$ cat src/verilog/mfc_pkg.sv
// constants, types and lookup tables for the modulator and framing config
// assumes one 200 MHz clock domain and a byte-wide serial register port
//
// What this block does
// - modulation selector picks 2-FSK, GFSK, OOK, MSK
// - Manchester bit encodes data, fixed length only
// - sync selector: none, 16-bit, or repeated sync
// - sync selector codes one and two decode alike
// - error coding bit enables payload coding, interleaving
// - preamble code maps to 2..24 bytes
// - two-bit exponent scales channel spacing
// - spacing is (256 plus mantissa) shifted by exponent
// - synth word is base plus spacing times channel
// - length config zero means fixed packet length
// - eight-bit unsigned channel number register
package mfc_pkg;

  // ==========================================================
  // serial port header layout
  localparam int HDR_RD_BIT = 7;
  localparam int HDR_BURST_BIT = 6;
  localparam int ADDR_W = 6;

  // ==========================================================
  // register offsets
  localparam logic [5:0] ADDR_PKT_CTRL = 6'h08;
  localparam logic [5:0] ADDR_CHANNEL_NUMBER = 6'h0a;
  localparam logic [5:0] ADDR_MDM2 = 6'h12;
  localparam logic [5:0] ADDR_MDM1 = 6'h13;
  localparam logic [5:0] ADDR_MDM0 = 6'h14;

  // ==========================================================
  // reset values
  localparam logic [7:0] RST_MDM2 = 8'h12;
  localparam logic [7:0] RST_MDM1 = 8'h22;
  localparam logic [7:0] RST_MDM0 = 8'hf8;
  localparam logic [7:0] RST_CHANNEL_NUMBER = 8'h00;
  localparam logic [1:0] RST_LEN_CFG = 2'h1;

  // ==========================================================
  // writable bits; everything else is reserved and held at zero
  localparam logic [7:0] WMASK_MDM2 = 8'h7f;
  localparam logic [7:0] WMASK_MDM1 = 8'hf3;

  // ==========================================================
  // field positions
  localparam int MOD_LSB = 4;
  localparam int MAN_BIT = 3;
  localparam int SYNC_LSB = 0;
  localparam int FEC_BIT = 7;
  localparam int PRE_LSB = 4;
  localparam int EXP_LSB = 0;
  localparam logic [1:0] LEN_FIXED = 2'h0;

  // ==========================================================
  // preamble byte counts indexed by code
  localparam logic [7:0][4:0] PREAMBLE_LUT = {
    5'h18, 5'h10, 5'h0c, 5'h08, 5'h06, 5'h04, 5'h03, 5'h02};

  // ==========================================================
  // types
  typedef enum logic [2:0] {
    MFC_MOD_FSK2 = 3'h0,
    MFC_MOD_GFSK = 3'h1,
    MFC_MOD_OOK = 3'h3,
    MFC_MOD_MSK = 3'h7
  } mfc_mod_t;

  typedef enum logic [1:0] {
    MFC_ST_IDLE = 2'h0,
    MFC_ST_HDR = 2'h1,
    MFC_ST_DATA = 2'h3
  } mfc_state_t;

  typedef struct packed {
    mfc_mod_t modulation;
    logic mod_defined;
    logic manchester;
    logic preamble_on;
    logic sync_on;
    logic sync_repeat;
    logic fec;
    logic [4:0] preamble_bytes;
  } mfc_tx_cfg_t;

endpackage

$ cat src/verilog/mfc_config.sv
// serial register port, modulator and framing registers, decoded config
// assumes serial pins from the host and base frequency word from this clock
`timescale 1ns/100ps

module mfc_config (
  // clock and reset
  input wire logic clock,
  input wire logic reset_n,
  // serial configuration port
  input wire logic spi_sclk,
  input wire logic spi_cs_n,
  input wire logic spi_si,
  output logic spi_so,
  output logic spi_so_oe,
  // base frequency word, units of crystal over 2^16
  input wire logic [23:0] base_frequency,
  // decoded configuration
  output mfc_pkg::mfc_tx_cfg_t tx_cfg,
  output logic [19:0] channel_offset,
  output logic [26:0] synth_word
);

  // ==========================================================
  // pin synchronisers
  logic sclk_lvl, cs_n_lvl, si_lvl;

  mfc_pin_sync #(.RESET_VAL(1'b0)) u_sync_sclk (
    .clock(clock),
    .reset_n(reset_n),
    .pin(spi_sclk),
    .level(sclk_lvl)
  );

  mfc_pin_sync #(.RESET_VAL(1'b1)) u_sync_cs (
    .clock(clock),
    .reset_n(reset_n),
    .pin(spi_cs_n),
    .level(cs_n_lvl)
  );

  mfc_pin_sync #(.RESET_VAL(1'b0)) u_sync_si (
    .clock(clock),
    .reset_n(reset_n),
    .pin(spi_si),
    .level(si_lvl)
  );

  // ==========================================================
  // register state
  logic [7:0] mdm2_reg, mdm2_next;
  logic [7:0] mdm1_reg, mdm1_next;
  logic [7:0] mdm0_reg, mdm0_next;
  logic [7:0] channel_number_reg, channel_number_next;
  logic [1:0] len_cfg_reg, len_cfg_next;

  // serial engine state
  mfc_pkg::mfc_state_t st_reg, st_next;
  logic sclk_d_reg;
  logic [2:0] bit_cnt_reg, bit_cnt_next;
  logic [7:0] sh_in_reg, sh_in_next;
  logic [5:0] addr_reg, addr_next;
  logic rd_reg, rd_next;
  logic burst_reg, burst_next;
  logic [7:0] so_sh_reg, so_sh_next;
  logic so_oe_reg, so_oe_next;
  logic wr_en;
  logic [7:0] wr_data;
  logic [7:0] rd_data;
  logic [7:0] byte_in;
  logic rise, fall;

  // decoded outputs
  mfc_pkg::mfc_tx_cfg_t cfg_reg, cfg_next;
  logic [11:0] spacing;
  logic [19:0] offset_reg, offset_next;
  logic [26:0] synth_reg, synth_next;

  assign rise = sclk_lvl & ~sclk_d_reg;
  assign fall = ~sclk_lvl & sclk_d_reg;
  assign byte_in = {sh_in_reg[6:0], si_lvl};

  // ==========================================================
  // read mux; unmapped offsets read zero
  always_comb begin
    if (addr_reg == mfc_pkg::ADDR_MDM2) begin
      rd_data = mdm2_reg & mfc_pkg::WMASK_MDM2;
    end else if (addr_reg == mfc_pkg::ADDR_MDM1) begin
      rd_data = mdm1_reg & mfc_pkg::WMASK_MDM1;
    end else if (addr_reg == mfc_pkg::ADDR_MDM0) begin
      rd_data = mdm0_reg;
    end else if (addr_reg == mfc_pkg::ADDR_CHANNEL_NUMBER) begin
      rd_data = channel_number_reg;
    end else if (addr_reg == mfc_pkg::ADDR_PKT_CTRL) begin
      rd_data = {6'h00, len_cfg_reg};
    end else begin
      rd_data = 8'h00;
    end
  end

  // ==========================================================
  // serial engine: header byte, then one or a burst of data bytes
  always_comb begin
    st_next = st_reg;
    bit_cnt_next = bit_cnt_reg;
    sh_in_next = sh_in_reg;
    addr_next = addr_reg;
    rd_next = rd_reg;
    burst_next = burst_reg;
    so_sh_next = so_sh_reg;
    so_oe_next = 1'b1;
    wr_en = 1'b0;
    wr_data = byte_in;
    if (cs_n_lvl) begin
      // deselect aborts any partial byte
      st_next = mfc_pkg::MFC_ST_IDLE;
      bit_cnt_next = 3'h0;
      so_sh_next = 8'h00;
      so_oe_next = 1'b0;
    end else begin
      if (st_reg == mfc_pkg::MFC_ST_IDLE) begin
        st_next = mfc_pkg::MFC_ST_HDR;
      end
      if (rise) begin
        sh_in_next = byte_in;
        bit_cnt_next = bit_cnt_reg + 3'h1;
        if (bit_cnt_reg == 3'h7) begin
          if (st_reg != mfc_pkg::MFC_ST_DATA) begin
            rd_next = byte_in[mfc_pkg::HDR_RD_BIT];
            burst_next = byte_in[mfc_pkg::HDR_BURST_BIT];
            addr_next = byte_in[5:0];
            st_next = mfc_pkg::MFC_ST_DATA;
          end else begin
            wr_en = ~rd_reg;
            if (burst_reg) begin
              addr_next = addr_reg + 6'h01;
            end else begin
              st_next = mfc_pkg::MFC_ST_HDR;
            end
          end
        end
      end else if (fall) begin
        // load on the fall after a byte so the first bit is set up early
        if (bit_cnt_reg == 3'h0 && st_reg == mfc_pkg::MFC_ST_DATA && rd_reg) begin
          so_sh_next = rd_data;
        end else begin
          so_sh_next = {so_sh_reg[6:0], 1'b0};
        end
      end
    end
  end

  always_ff @(posedge clock or negedge reset_n) begin
    if (!reset_n) begin
      st_reg <= mfc_pkg::MFC_ST_IDLE;
      sclk_d_reg <= 1'b0;
      bit_cnt_reg <= 3'h0;
      sh_in_reg <= 8'h00;
      addr_reg <= 6'h00;
      rd_reg <= 1'b0;
      burst_reg <= 1'b0;
      so_sh_reg <= 8'h00;
      so_oe_reg <= 1'b0;
    end else begin
      st_reg <= st_next;
      sclk_d_reg <= sclk_lvl;
      bit_cnt_reg <= bit_cnt_next;
      sh_in_reg <= sh_in_next;
      addr_reg <= addr_next;
      rd_reg <= rd_next;
      burst_reg <= burst_next;
      so_sh_reg <= so_sh_next;
      so_oe_reg <= so_oe_next;
    end
  end

  // ==========================================================
  // register writes
  always_comb begin
    mdm2_next = mdm2_reg;
    mdm1_next = mdm1_reg;
    mdm0_next = mdm0_reg;
    channel_number_next = channel_number_reg;
    len_cfg_next = len_cfg_reg;
    if (wr_en) begin
      if (addr_reg == mfc_pkg::ADDR_MDM2) begin
        mdm2_next = wr_data & mfc_pkg::WMASK_MDM2;
      end else if (addr_reg == mfc_pkg::ADDR_MDM1) begin
        mdm1_next = wr_data & mfc_pkg::WMASK_MDM1;
      end else if (addr_reg == mfc_pkg::ADDR_MDM0) begin
        mdm0_next = wr_data;
      end else if (addr_reg == mfc_pkg::ADDR_CHANNEL_NUMBER) begin
        channel_number_next = wr_data;
      end else if (addr_reg == mfc_pkg::ADDR_PKT_CTRL) begin
        len_cfg_next = wr_data[1:0];
      end
    end
  end

  always_ff @(posedge clock or negedge reset_n) begin
    if (!reset_n) begin
      mdm2_reg <= mfc_pkg::RST_MDM2;
      mdm1_reg <= mfc_pkg::RST_MDM1;
      mdm0_reg <= mfc_pkg::RST_MDM0;
      channel_number_reg <= mfc_pkg::RST_CHANNEL_NUMBER;
      len_cfg_reg <= mfc_pkg::RST_LEN_CFG;
    end else begin
      mdm2_reg <= mdm2_next;
      mdm1_reg <= mdm1_next;
      mdm0_reg <= mdm0_next;
      channel_number_reg <= channel_number_next;
      len_cfg_reg <= len_cfg_next;
    end
  end

  // ==========================================================
  // decode of framing fields and frequency arithmetic
  always_comb begin
    cfg_next.modulation = mfc_pkg::mfc_mod_t'(mdm2_reg[mfc_pkg::MOD_LSB +: 3]);
    cfg_next.mod_defined = (mdm2_reg[mfc_pkg::MOD_LSB +: 3] == 3'h0)
      || (mdm2_reg[mfc_pkg::MOD_LSB +: 3] == 3'h1)
      || (mdm2_reg[mfc_pkg::MOD_LSB +: 3] == 3'h3)
      || (mdm2_reg[mfc_pkg::MOD_LSB +: 3] == 3'h7);
    cfg_next.manchester = mdm2_reg[mfc_pkg::MAN_BIT]
      && (len_cfg_reg == mfc_pkg::LEN_FIXED);
    cfg_next.preamble_on = mdm2_reg[mfc_pkg::SYNC_LSB +: 2] != 2'h0;
    cfg_next.sync_on = mdm2_reg[mfc_pkg::SYNC_LSB +: 2] != 2'h0;
    cfg_next.sync_repeat = mdm2_reg[mfc_pkg::SYNC_LSB +: 2] == 2'h3;
    cfg_next.fec = mdm1_reg[mfc_pkg::FEC_BIT];
    cfg_next.preamble_bytes = mfc_pkg::PREAMBLE_LUT[mdm1_reg[mfc_pkg::PRE_LSB +: 3]];
    // spacing with hidden one, scaled by exponent
    spacing = 12'({1'b1, mdm0_reg}) << mdm1_reg[mfc_pkg::EXP_LSB +: 2];
    // offset and synth word in crystal over 2^18
    offset_next = 20'(spacing) * 20'(channel_number_reg);
    synth_next = 27'({base_frequency, 2'b00}) + 27'(offset_next);
  end

  // one register stage keeps the multiplier off the output paths
  always_ff @(posedge clock or negedge reset_n) begin
    if (!reset_n) begin
      cfg_reg <= '0;
      offset_reg <= 20'h00000;
      synth_reg <= 27'h0000000;
    end else begin
      cfg_reg <= cfg_next;
      offset_reg <= offset_next;
      synth_reg <= synth_next;
    end
  end

  assign tx_cfg = cfg_reg;
  assign channel_offset = offset_reg;
  assign synth_word = synth_reg;
  assign spi_so = so_sh_reg[7];
  assign spi_so_oe = so_oe_reg;

  // ==========================================================
  // assertions
  a_mod_undefined: assert property (@(posedge clock) disable iff (!reset_n)
    (mdm2_reg[6:4] == 3'h2) |=> !tx_cfg.mod_defined)
    else $error("undefined modulation code reported defined");

  a_mod_msk: assert property (@(posedge clock) disable iff (!reset_n)
    (mdm2_reg[6:4] == 3'h7) |=> tx_cfg.modulation == mfc_pkg::MFC_MOD_MSK
      && tx_cfg.mod_defined)
    else $error("msk code not decoded");

  a_manchester_fixed: assert property (@(posedge clock) disable iff (!reset_n)
    tx_cfg.manchester |-> $past(mdm2_reg[3]) && ($past(len_cfg_reg) == 2'h0))
    else $error("manchester outside fixed length mode");

  a_sync_off: assert property (@(posedge clock) disable iff (!reset_n)
    (mdm2_reg[1:0] == 2'h0) |=> !tx_cfg.sync_on && !tx_cfg.preamble_on)
    else $error("sync or preamble on for disabled mode");

  a_sync_topbit: assert property (@(posedge clock) disable iff (!reset_n)
    ##1 tx_cfg.sync_repeat == ($past(mdm2_reg[1:0]) == 2'h3))
    else $error("sync repeat depends on top selector bit");

  a_fec_follow: assert property (@(posedge clock) disable iff (!reset_n)
    $rose(mdm1_reg[7]) |=> tx_cfg.fec)
    else $error("error coding not enabled");

  a_preamble_max: assert property (@(posedge clock) disable iff (!reset_n)
    (mdm1_reg[6:4] == 3'h7) |=> tx_cfg.preamble_bytes == 5'h18)
    else $error("preamble count for code seven wrong");

  a_spacing_scale: assert property (@(posedge clock) disable iff (!reset_n)
    (mdm0_reg == 8'h00 && mdm1_reg[1:0] == 2'h0 && channel_number_reg == 8'h01)
      |=> channel_offset == 20'h00100)
    else $error("spacing scale wrong");

  a_synth_base: assert property (@(posedge clock) disable iff (!reset_n)
    (channel_number_reg == 8'h00) |=> synth_word == {1'b0, $past(base_frequency), 2'b00})
    else $error("synth word differs from base at channel zero");

  a_reserved_zero: assert property (@(posedge clock) disable iff (!reset_n)
    !mdm2_reg[7] && (mdm1_reg[3:2] == 2'h0))
    else $error("reserved bit set");

endmodule // mfc_config

$ cat src/verilog/mfc_pin_sync.sv
// three-stage synchroniser with agreement filter for one pin
// assumes an asynchronous pin and the block clock
`timescale 1ns/100ps

module mfc_pin_sync #(
  parameter logic RESET_VAL = 1'b0
) (
  // clock and reset
  input wire logic clock,
  input wire logic reset_n,
  // pin and clean level
  input wire logic pin,
  output logic level
);

  logic s1_reg, s2_reg, s3_reg, level_reg;
  logic level_next;

  // ==========================================================
  // filter: a change counts only once stages two and three agree
  always_comb begin
    level_next = level_reg;
    if (s2_reg == s3_reg) begin
      level_next = s3_reg;
    end
  end

  always_ff @(posedge clock or negedge reset_n) begin
    if (!reset_n) begin
      s1_reg <= RESET_VAL;
      s2_reg <= RESET_VAL;
      s3_reg <= RESET_VAL;
      level_reg <= RESET_VAL;
    end else begin
      s1_reg <= pin;
      s2_reg <= s1_reg;
      s3_reg <= s2_reg;
      level_reg <= level_next;
    end
  end

  assign level = level_reg;

endmodule // mfc_pin_sync

$ cat config.mk
export PLATFORM = sky130hd
export DESIGN_NAME = mfc_config
export DESIGN_NICKNAME = d
export VERILOG_FILES = /design/src/verilog/mfc_pkg.sv /design/src/verilog/mfc_config.sv /design/src/verilog/mfc_pin_sync.sv
export SDC_FILE = /design/constraint.sdc
export NUM_CORES = 1
export LEC_CHECK = 0
export BUFFER_PORTS_ARGS = -buffer_cell sky130_fd_sc_hd__buf_2
export CORE_ASPECT_RATIO = 1.2
export CORE_MARGIN = 1.5
export CORE_UTILIZATION = 55
export CTS_BUF_LIST = sky130_fd_sc_hd__clkbuf_16
export CTS_CLUSTER_SIZE = 16
export DETAILED_ROUTE_END_ITERATION = 12
export GPL_ROUTABILITY_DRIVEN = 0
export PLACE_DENSITY = 0.84
export SLEW_MARGIN = 5
export SYNTH_ARGS = -nofsm -noshare
export SYNTH_HDL_FRONTEND = slang
export SYNTH_HIERARCHICAL = 1
export SYNTH_SLANG_ARGS = --single-unit
export TNS_END_PERCENT = 30
$ cat constraint.sdc
create_clock -name clock -period 12.3 [get_ports clock]
set_input_delay 0.615 -clock clock [delete_from_list [all_inputs] [get_ports clock]]
set_output_delay 0.615 -clock clock [all_outputs]
set_load 0.02 [all_outputs]
== Yosys cells after proc, flatten, opt, wreduce, memory -nomap -nowiden ==
Memories as Yosys holds them, arrays and structs flattened. A register that Yosys moved wholly into a read port is not among the register bits.
Cells that the tools add are included.

* $add $sub $neg: 3
* Multipliers: 1
* Equality and inequality tests: 16
* Shifts and indexed selects: 1
* Mux-type cells: 24
* Bitwise gates (word level): 10
* Reductions and logical operators: 24

{| class="wikitable"
|+ Operator list
! operator !! count
|-
| $mux W8 || 8
|-
| $add A26 B20 Y27 || 1
|-
| $mul A12 B8 Y20 || 1
|-
| $eq A6 B5 Y1 const B || 3
|-
| $mux W2 || 7
|-
| $eq A6 B4 Y1 const B || 2
|-
| $mux W6 || 2
|-
| $reduce_and A4 Y1 || 3
|-
| $shl A9 B2 Y12 || 1
|-
| $not A1 Y1 || 8
|-
| $reduce_bool A2 Y1 || 4
|-
| $add A6 B1 Y6 const B || 1
|-
| $eq A3 B3 Y1 const B || 2
|-
| $logic_not A3 Y1 || 2
|-
| $mux W3 || 2
|-
| $reduce_and A2 Y1 || 3
|-
| $reduce_and A6 Y1 || 1
|-
| $mux W1 || 5
|-
| $reduce_and A5 Y1 || 1
|-
| $eq A2 B2 Y1 const B || 2
|-
| $logic_not A2 Y1 || 2
|-
| $add A3 B1 Y3 const B || 1
|-
| $eq A1 B1 Y1 || 3
|-
| $eq A3 B1 Y1 const B || 1
|-
| other kinds (8) || 13
|}

* Bits in registers: 128
* Bits in read-only memories: 40
* Logic and storage cells: 114
* Memories kept: 1

{| class="wikitable"
|+ Memories
! memory !! depth !! width !! rd ports !! clocked after memory_dff !! wr ports !! line !! RTL
|-
| (name not given) || 8 || 5 || 1 || 1 || 0 || mfc_config.sv:229 || <nowiki>cfg_next.preamble_bytes = mfc_pkg::PREAMBLE_LUT[mdm1_reg[mfc_pkg::PRE_LSB +: 3]];</nowiki>
|}

== Logic depth before layout (Yosys ltp) ==
* Depth after elaboration: 10
* Gate-level depth with buffers: 28
* Depth with buffers taken out: 26

== Hierarchy ==
The synthesis kept the hierarchy.

{| class="wikitable"
|+ By module, submodules not included
! module !! times used !! cells each !! area each (um^2) !! seq. area each (um^2)
|-
| mfc_config || 1 || 828 || 8577.0 || 2990.4
|-
| mfc_pin_sync at u_sync_sclk ... || 2 || 5 || 111.4 || 100.1
|-
| mfc_pin_sync at u_sync_cs || 1 || 5 || 116.4 || 105.1
|}

== Least setup slack after synthesis ==
Ideal clock, no wire load.

* Path kind: flip-flop to flip-flop
* Start point: register mdm1_reg[0]
* End point: register synth_reg[21] (netlist: synth_word[21])
* Data arrival time: 6.253 ns
* Data required time: 12.177 ns
* Slack: 5.925 ns
* Stages on the path, launching flop included: 25
* Period minus slack after synthesis: 6.375 ns
* Path through: dfrtp_1 -> clkbuf_1 -> buf_2 -> mux2i_1 -> mux2i_1 -> and2_1 -> fa_1 -> fa_1 -> fa_1 -> inv_1 -> fa_1 -> inv_1 -> ha_1 -> a21o_1 -> or4_1 -> o22a_2 -> a21oi_1 -> xnor2_1 -> ha_1 -> inv_1 -> o221ai_1 -> o21ai_0 -> o31ai_1 -> nand2_1 -> xnor2_1

* Word-level cells in the longest chain between the ends: 3

{| class="wikitable"
|+ Ends and longest elaborated chain
! element !! line !! RTL
|-
| from (decl) || mfc_config.sv:51 || <nowiki>logic [7:0] mdm1_reg, mdm1_next;</nowiki>
|-
| from (signal assigned) || mfc_config.sv:202 || <nowiki>mdm1_reg <= mfc_pkg::RST_MDM1;</nowiki>
|-
| from (signal assigned) || mfc_config.sv:208 || <nowiki>mdm1_reg <= mdm1_next;</nowiki>
|-
| $shl A9 B2 Y12 || mfc_config.sv:231 || <nowiki>spacing = 12'({1'b1, mdm0_reg}) << mdm1_reg[mfc_pkg::EXP_LSB +: 2];</nowiki>
|-
| $mul A12 B8 Y20 || mfc_config.sv:233 || <nowiki>offset_next = 20'(spacing) * 20'(channel_number_reg);</nowiki>
|-
| net offset_next[16] || mfc_config.sv:75 || <nowiki>logic [19:0] offset_reg, offset_next;</nowiki>
|-
| $add A26 B20 Y27 || mfc_config.sv:234 || <nowiki>synth_next = 27'({base_frequency, 2'b00}) + 27'(offset_next);</nowiki>
|-
| net synth_next[21] || mfc_config.sv:76 || <nowiki>logic [26:0] synth_reg, synth_next;</nowiki>
|-
| to (signal assigned) || mfc_config.sv:246 || <nowiki>synth_reg <= synth_next;</nowiki>
|-
| to (decl) || mfc_config.sv:76 ||
|}

The timed path passes the listed nets, and every way through them passes these cells.
A chain may end at the register's enable or synchronous reset.

== Worst setup path in the final report ==
* Start point: register mdm1_reg[0]
* End point: register synth_reg[20] (netlist: synth_word[20])

The elaborated chain is that of the path after synthesis.

==> results.cfg <==
[status]
status = complete, no violations

[detailed_routing]
via_count = 6455
ant_nets = 0
wirelength_um = 18800
wl_per_cell_um = 16.4
drc = 0
vias_per_cell = 5.62
dr.pass1.iters = 8
drt_iter0_drc = 376

[cts]
cts_tree = done
cts_root_buf = clkbuf_16
cts_buffer_depth = 2
cts_sinks = 131
postCtsSetupBuffers = 0
post_cts_resized = 0
hold_buffers = 0
path_clk_slew_ps = 60
clock_latency_ps = 440
cts_buffers = 17
h-tree-depth = 4

[synthesis]
synth_top_area_frac = 0.328
synth_top_family_by_area = adder cells
synth_area_mm2 = 0.00892
synthSimpleGateAreaFrac = 0.133
synth-edff-count = 0
post-synth-top-area-cell = dfrtp_1
synthCells = 843
ys_ff_latch = 131
synth-compound-area-share = 0.107
yosys_warnings = 6
avgSynthCellArea_um2 = 10.6
synth-adder-area-share = 0.231
ys_async_sr_fraction = 1.00
yosysSeqAreaShare = 0.370
synthMuxAreaShare = 0.0724
synth_area_leaders = dfrtp_1 33%, fa_1 14%, ha_1 9.0%, mux2_2 5.1%, and2_1 4.4%
yosys_most_used_dff = dfrtp_1
synth_xor_area_frac = 0.0344
syn_nets = 997
synth_cell_types = 64

[cells_and_area]
largest_reg_flops = 27
antennaDiodeCount = 0
utilization = 0.644
nFillCells = 1175
fin_nets = 1082
final_cell_mix = 117 x dfrtp_1, 93 x inv_1, 90 x buf_2, 69 x nand2_1, 64 x ha_1
layout-drive-gt1-share = 0.208
syn2layout_area_growth_pct = 13.5
final_common_cell = dfrtp_1

[power]
power.density_mw_per_mm2 = 103
total_power_mw = 1.04
power_leakage_nw = 5.22
peakVddDrop_mv = 0.103

[sta]
tns_ps = 0
worst_pin_slew_ps = 1090
rsz0062_at_grt = no
min_period_ps = 7260
clock.fmax_ghz = 0.138
slew_headroom = 0.276
setup-violations-final = 0
period_share = 0.590
maxSlewViolCount = 0
finClkSkew_ps = 9.73
hold_viol = 0

[floorplan]
start_util = 0.568
io-pin-count = 92
die_h_um = 142
core_mm2 = 0.0157
row_count = 50
dieWidth_um = 119
dieArea_mm2 = 0.0170

[placed_design]
dp_hpwl_um = 13500
portBuffers = 91

[global_route]
grt_util_met2 = 0.423
use_met1 = 0.266
grt.busiest_layer = met2
grt_pass1_vias = 6717
grt_overflow_total = 0
antenna_found_initial = 0
track_usage = 0.235
met3_usage = 0.0453
grt_start_max_net_pins = 89
grt_pass1_wl_um = 31500

[worst_setup_path]
arrival_ps = 7610
startpoint_type = flop
worstPathRequired_ps = 12650
path_max_fanout = 23
end_kind = flop
path_class = reg2reg

[min_path]
hold_class = in2async

[flow_run]
drv_cap = 0
## worst max-delay path: stages, from the launching register on
cell      delay, ps
dfrtp_1         810
mux2i_1         200
o21ai_0         620
and2_1          260
fa_1            450
fa_1            520
fa_1            540
inv_1            50
fa_1            520
inv_1            40
ha_1            370
o211a_1         170
a221o_1         350
a21oi_1         210
o21ai_0         120
xor2_1          240
ha_1            330
a21oi_1         270
o221ai_1        230
a21oi_1         190
o21ai_1         170
a221oi_2        350
xnor2_1         170
## logic make-up (layout without fill, tap and decap cells)
family	after synthesis	after routing
flip-flops	131	131
AND/OR/NAND/NOR	224	224
buffers and inverters	120	218
multiplexers	57	57
adder cells (fa/ha/maj)	128	128
XOR/XNOR	35	35
AO/OA/AOI/OAI	148	148
## per-layer routing
metal / wire length (µm) / part of all wire
met2: 9950 / 0.53
met4: 566 / 0.030
met5: 0 / 0
met3: 771 / 0.041
met1: 7500 / 0.40
## power by group
group / leakage, nW / switching (mW) / internal, mW / total, mW
combinational: 3.27 / 0.0342 / 0.0266 / 0.0609
sequential: 1.68 / 0.0277 / 0.450 / 0.478
clock: 0.282 / 0.218 / 0.287 / 0.505
## path summary, 6_finish.rpt
kind	to	slack, ps	start	cells past startpoint
setup / recovery	synth_word[20]	5040	mdm1_reg[0]	22
hold / removal	synth_word[23]	160	reset_n	1
setup reg to reg	synth_word[20]	5040	mdm1_reg[0]	22
hold reg to reg	u_sync_sclk/s2_reg	350	u_sync_sclk/s1_reg	0
max in group asynchronous	tx_cfg[1]	10670	reset_n	2
min in group clock	u_sync_cs/s1_reg	280	spi_cs_n	1
## metrics by stage
step                instance area [µm²]  instances  worst slack (ps)  hold WS [ps]
floorplan                          8920        843              5920           319
global placement                   9530       1117              5370           333
detailed placement                 9530       1117              5110           337
CTS                               10100       1149              5080           166
global route                      10100       1149              4530           198
finish                            10100       1149              5040           155
## cells in the mapped netlist (all sizes together), types with 3 or more instances
master,instances
dfrtp,117
inv,93
nand2,71
ha,64
and2,62
fa,61
a21oi,44
mux2,40
o21ai,35
nor2,28
xnor2,27
and3,18
clkbuf,17
mux2i,15
dfstp,14
nand3,13
a21o,11
buf,10
nor3,10
o211ai,8
xor2,8
a211oi,7
nor2b,5
a222oi,4
nor3b,4
o21a,4
o21bai,4
a22oi,3
a31oi,3
maj3,3
nand2b,3
nand4,3
o31ai,3
## final cells by class
class	instances	area (µm²)	area share
well taps	208	260	0.0257
clock buffers	17	425	0.0420
multi-input cells	592	5150	0.509
repair buffers	93	473	0.0467
flip-flops and latches	131	3300	0.326
inverters	93	349	0.0345
clock inverters	15	163	0.0161
(Power assumes the default switching activity.)
